<file path="src/verilog/exc_ctl_pkg.sv">
package exc_ctl_pkg;

  // ----------------------------------------------------------------
  // register map (byte addresses on the apb)
  // ----------------------------------------------------------------
  localparam logic [7:0]  OFS_MSW       = 8'h00;
  localparam logic [7:0]  OFS_RET_ADDR  = 8'h04;
  localparam logic [7:0]  OFS_SAVED_MSW = 8'h08;
  localparam logic [7:0]  OFS_STATUS    = 8'h0C;

  // ----------------------------------------------------------------
  // machine state word fields, lsb-based index (big-endian bit n is 31-n)
  // ----------------------------------------------------------------
  localparam int          POS_EXC_BYTE_ORDER = 16;  // big-endian bit 15
  localparam int          POS_MCHK_ENABLE    = 12;  // big-endian bit 19
  localparam int          POS_VEC_BASE_HIGH  = 6;   // big-endian bit 25
  localparam int          POS_CUR_BYTE_ORDER = 0;   // big-endian bit 31
  localparam logic [31:0] MSW_IMPL_MASK      = 32'h0205_FF77;
  localparam logic [31:0] MSW_ENTRY_CLR_MASK = 32'h0204_EF36;
  localparam logic [31:0] MSW_RESET          = 32'h0000_0000;

  // saved state word layout
  localparam logic [31:0] SAVED_COPY_MASK    = 32'h0200_FFFF;
  localparam int          POS_INFO_HI        = 26;  // big-endian bits 1..5
  localparam int          POS_INFO_LO        = 16;  // big-endian bits 10..15
  localparam logic [31:0] ADDR_RESET         = 32'h0000_0000;

  // handler base addresses
  localparam logic [31:0] VEC_BASE_LOW       = 32'h0000_0000;
  localparam logic [31:0] VEC_BASE_HIGH      = 32'hFFF0_0000;

  // ----------------------------------------------------------------
  // carriers
  // ----------------------------------------------------------------
  typedef struct packed {
    logic        psel;
    logic        penable;
    logic        pwrite;
    logic [7:0]  paddr;
    logic [31:0] pwdata;
  } apb_req_t;

  typedef struct packed {
    logic        pready;
    logic        pslverr;
    logic [31:0] prdata;
  } apb_rsp_t;

  typedef struct packed {
    logic        valid;
    logic        is_mchk;
    logic [19:0] vec_off;
    logic [31:0] ret_addr;
    logic [10:0] info;
  } exc_req_t;

  typedef struct packed {
    logic        valid;
    logic [31:0] addr;
  } fetch_t;

  typedef enum logic [1:0] {
    ST_IDLE,
    ST_DRAIN_RET,
    ST_DRAIN_SYNC,
    ST_DRAIN_CSYNC
  } flow_t;

endpackage

</file>
<file path="src/verilog/exception_entry_return_ctl.sv">
// Implementation choices: register access over APB and the address map.
`timescale 1ns/10ps
module exception_entry_return_ctl (
  input  wire logic                   i_mclk,
  input  wire logic                   i_rst_n,
  input  wire exc_ctl_pkg::apb_req_t  i_apb,
  output exc_ctl_pkg::apb_rsp_t       o_apb,
  input  wire exc_ctl_pkg::exc_req_t  i_exc,
  input  wire logic                   i_ret_req,
  input  wire logic                   i_sync_req,
  input  wire logic                   i_csync_req,
  input  wire logic [31:0]            i_next_pc,
  input  wire logic                   i_prior_done,
  input  wire logic                   i_resv_set,
  input  wire logic                   i_cond_store,
  output logic [31:0]                 o_msw,
  output exc_ctl_pkg::fetch_t         o_fetch,
  output logic                        o_flush,
  output logic                        o_hold_issue,
  output logic                        o_barrier_done,
  output logic                        o_reservation,
  output logic                        o_checkstop
);
  import exc_ctl_pkg::*;

  // ----------------------------------------------------------------
  // state
  // ----------------------------------------------------------------
  logic [31:0] msw_reg;
  logic [31:0] msw_next;
  logic [31:0] ret_addr_reg;
  logic [31:0] saved_msw_reg;
  logic [31:0] csync_pc_reg;
  flow_t       flow_reg;
  flow_t       flow_next;
  logic        resv_reg;
  logic        chkstop_reg;
  fetch_t      fetch_reg;
  logic        flush_reg;
  logic        hold_reg;
  logic        bdone_reg;
  apb_rsp_t    apb_reg;

  logic        take_exc;
  logic        abort;
  logic        enter_chkstop;
  logic        do_return;
  logic        do_sync_done;
  logic        do_csync_done;
  logic        apb_setup;
  logic        apb_wr;
  logic [31:0] entry_msw;
  logic [31:0] entry_saved;
  logic [31:0] vec_addr;

  // ----------------------------------------------------------------
  // helpers
  // ----------------------------------------------------------------
  // reserved bits forced to zero on every store into the machine state word
  function automatic logic [31:0] impl_only(input logic [31:0] v);
    impl_only = v & MSW_IMPL_MASK;
  endfunction

  // known register offsets
  function automatic logic addr_hit(input logic [7:0] a);
    addr_hit = (a == OFS_MSW) || (a == OFS_RET_ADDR) ||
               (a == OFS_SAVED_MSW) || (a == OFS_STATUS);
  endfunction

  // a return or barrier is in flight
  function automatic logic is_busy(input flow_t s);
    is_busy = (s != ST_IDLE);
  endfunction

  // ----------------------------------------------------------------
  // event decode
  // ----------------------------------------------------------------
  // machine check with checking disabled stops the core instead
  assign enter_chkstop = i_exc.valid && i_exc.is_mchk && !msw_reg[POS_MCHK_ENABLE] &&
                         !chkstop_reg;
  assign take_exc      = i_exc.valid && !enter_chkstop && !chkstop_reg;
  // entry, or a machine check that stops the core, drops a pending return
  assign abort         = take_exc || enter_chkstop || chkstop_reg;
  // completion waits for the older instructions to drain
  assign do_return     = (flow_reg == ST_DRAIN_RET) && i_prior_done && !abort;
  assign do_sync_done  = (flow_reg == ST_DRAIN_SYNC) && i_prior_done && !abort;
  assign do_csync_done = (flow_reg == ST_DRAIN_CSYNC) && i_prior_done && !abort;
  assign apb_setup     = i_apb.psel && !i_apb.penable;
  assign apb_wr        = i_apb.psel && i_apb.penable && i_apb.pwrite && apb_reg.pready;

  // ----------------------------------------------------------------
  // entry values
  // ----------------------------------------------------------------
  always_comb begin
    entry_msw = msw_reg & ~MSW_ENTRY_CLR_MASK;
    // bits 15 and 25 fall through untouched
    entry_msw[POS_EXC_BYTE_ORDER] = msw_reg[POS_EXC_BYTE_ORDER];
    entry_msw[POS_VEC_BASE_HIGH]  = msw_reg[POS_VEC_BASE_HIGH];
    entry_msw[POS_MCHK_ENABLE]    = i_exc.is_mchk ? 1'b0 : msw_reg[POS_MCHK_ENABLE];
    entry_msw[POS_CUR_BYTE_ORDER] = msw_reg[POS_EXC_BYTE_ORDER];
    entry_msw = impl_only(entry_msw);
  end

  // saved word: copy region, info fields, zeros elsewhere
  always_comb begin
    entry_saved = msw_reg & SAVED_COPY_MASK;
    entry_saved[POS_INFO_HI +: 5] = i_exc.info[10:6];
    entry_saved[POS_INFO_LO +: 6] = i_exc.info[5:0];
  end

  // handler address from the prefix bit
  always_comb begin
    vec_addr = (msw_reg[POS_VEC_BASE_HIGH] ? VEC_BASE_HIGH : VEC_BASE_LOW) |
               {12'h000, i_exc.vec_off};
  end

  // ----------------------------------------------------------------
  // machine state word: one write per cycle, hardware over software
  // ----------------------------------------------------------------
  always_comb begin
    msw_next = msw_reg;
    if (take_exc) begin
      msw_next = entry_msw;
    end else if (do_return) begin
      msw_next = impl_only(saved_msw_reg);
    end else if (apb_wr && i_apb.paddr == OFS_MSW) begin
      msw_next = impl_only(i_apb.pwdata);
    end
  end

  // the whole word changes at one edge, so no instruction ever sees a
  // half-applied entry or restore
  always_ff @(posedge i_mclk or negedge i_rst_n) begin
    if (!i_rst_n) begin
      msw_reg <= MSW_RESET;
    end else begin
      msw_reg <= msw_next;
    end
  end

  // saved return address and saved state word
  // software preloads both before a return; stored raw, masked on restore
  always_ff @(posedge i_mclk or negedge i_rst_n) begin
    if (!i_rst_n) begin
      ret_addr_reg  <= ADDR_RESET;
      saved_msw_reg <= MSW_RESET;
    end else if (take_exc) begin
      ret_addr_reg  <= i_exc.ret_addr;
      saved_msw_reg <= entry_saved;
    end else if (apb_wr) begin
      if (i_apb.paddr == OFS_RET_ADDR) begin
        ret_addr_reg <= i_apb.pwdata;
      end
      if (i_apb.paddr == OFS_SAVED_MSW) begin
        saved_msw_reg <= i_apb.pwdata;
      end
    end
  end

  // ----------------------------------------------------------------
  // barrier / return sequencing
  // ----------------------------------------------------------------
  always_comb begin
    flow_next = flow_reg;
    case (flow_reg)
      ST_IDLE: begin
        if (i_ret_req) begin
          flow_next = ST_DRAIN_RET;
        end else if (i_sync_req) begin
          flow_next = ST_DRAIN_SYNC;
        end else if (i_csync_req) begin
          flow_next = ST_DRAIN_CSYNC;
        end
      end
      ST_DRAIN_RET: begin
        if (i_prior_done) begin
          flow_next = ST_IDLE;
        end
      end
      ST_DRAIN_SYNC: begin
        if (i_prior_done) begin
          flow_next = ST_IDLE;
        end
      end
      ST_DRAIN_CSYNC: begin
        if (i_prior_done) begin
          flow_next = ST_IDLE;
        end
      end
      default: begin
        flow_next = ST_IDLE;
      end
    endcase
    // an exception, or a machine check that stops the core, abandons
    // any pending barrier or return
    if (abort) begin
      flow_next = ST_IDLE;
    end
  end

  always_ff @(posedge i_mclk or negedge i_rst_n) begin
    if (!i_rst_n) begin
      flow_reg <= ST_IDLE;
    end else begin
      flow_reg <= flow_next;
    end
  end

  // refetch point of the context barrier
  // taken from idle when no return or sync request is seen, even if an abort drops it; requests while busy are ignored
  always_ff @(posedge i_mclk or negedge i_rst_n) begin
    if (!i_rst_n) begin
      csync_pc_reg <= ADDR_RESET;
    end else if (flow_reg == ST_IDLE && i_csync_req && !i_ret_req && !i_sync_req) begin
      csync_pc_reg <= i_next_pc;
    end
  end

  // later issue is held while older work drains under the old context;
  // taken from the next state so issue stops at the accepting edge
  always_ff @(posedge i_mclk or negedge i_rst_n) begin
    if (!i_rst_n) begin
      hold_reg <= 1'b0;
    end else begin
      hold_reg <= is_busy(flow_next);
    end
  end

  // ----------------------------------------------------------------
  // fetch redirect, flush and barrier completion
  // ----------------------------------------------------------------
  // redirect lands in the same edge as the new state word
  // entry and completion exclude each other, so one cause at most
  always_ff @(posedge i_mclk or negedge i_rst_n) begin
    if (!i_rst_n) begin
      fetch_reg <= '0;
      flush_reg <= 1'b0;
    end else begin
      fetch_reg.valid <= take_exc || do_return || do_csync_done;
      flush_reg       <= take_exc || do_return || do_csync_done;
      if (take_exc) begin
        fetch_reg.addr <= vec_addr;
      end else if (do_return) begin
        fetch_reg.addr <= ret_addr_reg;
      end else if (do_csync_done) begin
        fetch_reg.addr <= csync_pc_reg;
      end
    end
  end

  // one-cycle completion pulse for either barrier
  // a return reports through the redirect instead
  always_ff @(posedge i_mclk or negedge i_rst_n) begin
    if (!i_rst_n) begin
      bdone_reg <= 1'b0;
    end else begin
      bdone_reg <= do_sync_done || do_csync_done;
    end
  end

  // ----------------------------------------------------------------
  // reservation and checkstop
  // ----------------------------------------------------------------
  // exceptions leave the reservation alone; stream prefetch is not touched here
  // a reserving load in the same cycle as a conditional store wins
  always_ff @(posedge i_mclk or negedge i_rst_n) begin
    if (!i_rst_n) begin
      resv_reg <= 1'b0;
    end else if (i_resv_set) begin
      resv_reg <= 1'b1;
    end else if (i_cond_store) begin
      resv_reg <= 1'b0;
    end
  end

  // sticky until reset
  // once stopped, later exceptions and requests are ignored
  always_ff @(posedge i_mclk or negedge i_rst_n) begin
    if (!i_rst_n) begin
      chkstop_reg <= 1'b0;
    end else if (enter_chkstop) begin
      chkstop_reg <= 1'b1;
    end
  end

  // ----------------------------------------------------------------
  // apb slave: one wait-free access phase
  // ----------------------------------------------------------------
  // pready answers the setup cycle, so the access phase never waits;
  // a state word read returns the value that holds after that edge
  always_ff @(posedge i_mclk or negedge i_rst_n) begin
    if (!i_rst_n) begin
      apb_reg <= '0;
    end else begin
      apb_reg.pready  <= apb_setup;
      apb_reg.pslverr <= apb_setup && !addr_hit(i_apb.paddr);
      apb_reg.prdata  <= 32'h0000_0000;
      if (apb_setup && !i_apb.pwrite) begin
        case (i_apb.paddr)
          OFS_MSW:       apb_reg.prdata <= msw_next;
          OFS_RET_ADDR:  apb_reg.prdata <= ret_addr_reg;
          OFS_SAVED_MSW: apb_reg.prdata <= saved_msw_reg;
          OFS_STATUS:    apb_reg.prdata <= {28'h000_0000, hold_reg, chkstop_reg,
                                            resv_reg, is_busy(flow_reg)};
          default:       apb_reg.prdata <= 32'h0000_0000;
        endcase
      end
    end
  end

  // ----------------------------------------------------------------
  // outputs
  // ----------------------------------------------------------------
  // every output is a register; no logic after the flip-flops
  assign o_apb          = apb_reg;
  assign o_msw          = msw_reg;
  assign o_fetch        = fetch_reg;
  assign o_flush        = flush_reg;
  assign o_hold_issue   = hold_reg;
  assign o_barrier_done = bdone_reg;
  assign o_reservation  = resv_reg;
  assign o_checkstop    = chkstop_reg;

endmodule

</file>
<file path="config.mk">
export PLATFORM = sky130hd
export DESIGN_NAME = exception_entry_return_ctl
export DESIGN_NICKNAME = d
export VERILOG_FILES = /design/src/verilog/exc_ctl_pkg.sv /design/src/verilog/exception_entry_return_ctl.sv
export SDC_FILE = /design/constraint.sdc
export NUM_CORES = 1
export LEC_CHECK = 0
export BUFFER_PORTS_ARGS = -buffer_cell sky130_fd_sc_hd__buf_2
export CAP_MARGIN = 0
export CELL_PAD_IN_SITES_DETAIL_PLACEMENT = 1
export CELL_PAD_IN_SITES_GLOBAL_PLACEMENT = 1
export CORE_AREA = 2 2 166 135
export DETAILED_ROUTE_END_ITERATION = 12
export DIE_AREA = 0 0 168 137
export PLACE_DENSITY_LB_ADDON = 0.12
export SETUP_SLACK_MARGIN = 0.3
export SLEW_MARGIN = 20
export SYNTH_ARGS = -nofsm -noshare
export SYNTH_HDL_FRONTEND = slang
export SYNTH_SLANG_ARGS = --single-unit
export TNS_END_PERCENT = 20
</file>
<file path="constraint.sdc">
create_clock -name i_mclk -period 2.8 [get_ports i_mclk]
set_input_delay 0.28 -clock i_mclk [delete_from_list [all_inputs] [get_ports i_mclk]]
set_output_delay 0.28 -clock i_mclk [all_outputs]
set_load 0.005 [all_outputs]
</file>
==> results.md <==
* Area of placed instances at 10700 um2
* Crit path buffers/inverters at 1
* Worst setup endpoint: o_apb[6]
* Portion of total power attributed to sequential cells at 46.5%
* Count of endpoints failing hold in the final timing report at 0
* Filler Cells Inserted at between 2000 and 2500
* Outcome: complete, no violations
* Number of nets still failing antenna checks after routing at 0
* Clock power frac at 40.7%
* Total setup violations reported at the end of the flow at 0
* Number of enable flip-flop cells after synthesis at 0
* Critical Path End Type: flop
* Number of vias in the routed layout at 7965
* Dominant register cell in the synthesized netlist: dfrtp_1
* Clock tree from TritonCTS: built
* Origin of the worst setup path: flow_reg[1]
* Critical path peak fanout at 20
* Critical Path Source Type: flop
* Dpl cells at approximately 1300
* Hold slack at 0.00840 ns
* Per-instance average area after synthesis at 10.7 um2
* Relative slew slack at 39.3%
* Worst stage delay on the critical path at 0.91 ns
* Number of antenna violations at the first check in global routing at 2
* Synth cell types at between 40 and 50
* Switch Pwr at 1.96 mW
* Final max-slew violation count at 0
* Total Routed Length at 31.3 mm
* Worst Skew at 0.0142 ns
* First drt pass iteration count at 5
* Width of the die at 168 um
* End of the worst register-to-register path: o_apb[6]
* Finished Cell Area at between 10000 and 15000 um2
* Arr. time, crit path at 2.62 ns
* Source-to-sink clock delay at the later pin of the worst-skew pair at 0.50 ns
* Standard-cell rows at 48
* Detailed placement HPWL at approximately 21 mm
* Aggregate global-route resource usage at approximately 27%
* Floorplan Core Area at 21300 um2
* Via count of the first global-routing pass at 8374
* Total of flip-flops plus latches after synthesis at 201
* Critical-path top delay cell: or4_2
* Measured slew at the worst slew-check pin at 0.907 ns
* Largest delay share family, worst path: simple AND/OR/NAND/NOR gates
* Count of H-tree levels built during CTS at 1
* Layout net count at approximately 1300
* Cell types with the largest area share after synthesis: dfrtp_1, mux2i_1, mux2_2
* Total of max-cap violations at 0
* Cells after synthesis at 846
* Power per unit of standard cell area at 646 nW/um2
* Worst r2r src: flow_reg[1]
* Sum of negative setup slack at 0 ns
* Class of the most critical hold timing path: input port to flop
* Post-CTS Hold Fix Bufs at 49
* Area overhead of the layout relative to synthesis at 32.2%
* Die area at between 20000 and 25000 um2
* Worst reg2reg setup slack at 0.55 ns
* Number of clock buffers inserted by TritonCTS at 22
* Maximum clock frequency at 445 MHz
* Starting utilization of the core area at 42.5%
* Clock Pin Slew Worst Setup and Hold Paths at roughly 0.060 ns
* Maximum vdd ir drop at around 0.48 mV
* RSZ-0062 raised after global routing: false
* Part of the total power dissipated in combinational logic at about an eighth
* Count of non-filler cells in the finished layout at 1421
* Clock sink total at 201
* Final GP Congestion at around 0.84
* Max reg flops at 34
* Wire length of the first global-routing pass at 48.5 mm
* Leak at 6.28 nW
* Syn nets at just under 1000
* CP cell instances: or4_2, buf_4, nand4b_1, and3_1, o22ai_1
* Final Critical Period at ~2.2 ns
* Pin count of the biggest net entering global routing at 76
* Critical path start-end classification: flop to flop
* Post-Syn Area at 9070 um2
* Root buffer selected by CTS: clkbuf_16
* Count of yosys warnings during synthesis at 0
* Die outline height at 137 um
* Critical path required time at 3.17 ns
* Vias/cell at 5.61
* Depth of the critical timing path with buffers and inverters included at 5
* Cell internal pwr at 5.79 mW
* Clock Path Buffers at 3
* Sequential cell area fraction in the yosys report at 55.4%
* Switching power as a share of total power at 25.3%
* WL/cell at 22.0 um
* Area share of the largest cell type after synthesis at 55.4%
* Final critical-path share of the clock period at approximately four fifths
* Share of layout cells above drive strength 1 at roughly 34%
* Worst-case reg-to-reg path depth at 5
* DRT iter0 DRCs at 539
* Cell accounting for the most synthesized area: dfrtp_1
* Number of placed I/O pins at 252
* Number of I/O port buffers at approximately 250
* DRC errors left at 0
* # resized after CTS at 0
* Overflow after GRT at 0
* Async set-or-reset flop fraction in the synthesized netlist at 100%
* Postcts setup bufs at 0
==> synthesized netlist by cell type, drive strengths merged (2+ instances only) <==
library cell / instances
nor2: 91
buf: 18
a222oi: 15
nor3: 15
clkbuf: 48
dfrtp: 201
mux2: 48
o21a: 2
o21ai: 60
mux2i: 61
nand3: 14
a22oi: 17
nand2b: 4
o32ai: 16
nor2b: 4
and3: 5
inv: 6
nand2: 118
a31oi: 14
a311oi: 20
o22ai: 3
and2: 15
a211oi: 3
or2: 4
a21oi: 5
a21o: 23
or3: 3
nor4: 5
==> tightest hold or removal path, cell delays in order <==
cell and delay (ns):
buf_2 0.08, nand2_1 0.04, o21ai_0 0.07
==> cell type report <==
cell class / count / area (um2) / area share [%]
tap: 275 / 344 / 2.87
antenna: 2 / 5.00 / 0.0417
clock inverter: 5 / 100 / 0.835
timing repair buffer: 325 / 2010 / 16.7
sequential: 201 / 5030 / 41.9
clock buffer: 34 / 687 / 5.73
multi-input combinational: 573 / 3800 / 31.7
inverter: 6 / 22.5 / 0.188
==> metal layers <==
metal | track usage (%) | wire length, um | part of all wire, %
met1 | 39.2 | 14300 | 46
met4 | 6.28 | 608 | 1.9
met5 | 0 | 0 | 0
met2 | 42.9 | 14300 | 46
met3 | 5.15 | 2050 | 6.6
==> cells in the final DEF, fill, tap and decap left out, drive strengths merged, types with 2 or more instances in the layout <==
cell type and count:
nand2 118, o21ai 60, o32ai 16, o22ai 3, bufinv 3, a31oi 14, nand2b 4, inv 6
clkbuf 35, a21o 23, diode 2, a211oi 3, nor4 5, nor3 15, nor2b 4, buf 275
mux2 48, o21a 2, or2 4, mux2i 61, nand3 14, dlygate4sd3 49, and3 5, a21oi 5
a311oi 20, clkinv 2, and2 15, or3 3, nor2 91, a222oi 15, dfrtp 201, a22oi 17
==> worst min-delay path by stage <==
stage / startpoint / to / slack, ns / depth (start not counted)
6_report: i_exc[16] / ret_addr_reg[5] / 0.008 / 3
5_1_grt: i_next_pc[2] / csync_pc_reg[2] / 0.006 / 2
4_1_cts: i_exc[16] / ret_addr_reg[5] / 0.000004 / 3
3_5_place_dp: i_rst_n / o_flush / 0.29 / 1
3_3_place_gp: i_rst_n / o_flush / 0.30 / 1
2_1_floorplan: i_rst_n / csync_pc_reg[0] / -0.02 / 0
==> cells by family after synthesis <==
kind of cell,count (synthesis),synth area share (%)
and+or+nand+nor,284,13.9
AOI/OAI and AO/OA,180,14.6
buffers and inverters,72,3.30
DFF,201,55.4
muxes,109,12.7
==> power by group through the flow <==
stage               Combinational, mW  Clock [mW]  Sequential [mW]
floorplan                       0.476           0             3.56
global placement                0.901           0             3.62
detailed placement              0.937           0             3.64
CTS                              1.00        3.21             3.59
global route                     1.12        3.32             3.64
finish                          0.993        3.15             3.60
==> through the flow <==
step	util [%]	total power, mW	setup WS (ns)
floorplan	-	4.03	0.955
global placement	50.2	4.52	0.636
detailed placement	50.2	4.58	0.566
CTS	56.2	7.80	0.584
global route	56.2	8.08	0.471
finish	56.2	7.74	0.552
(Power assumes the default switching activity.)
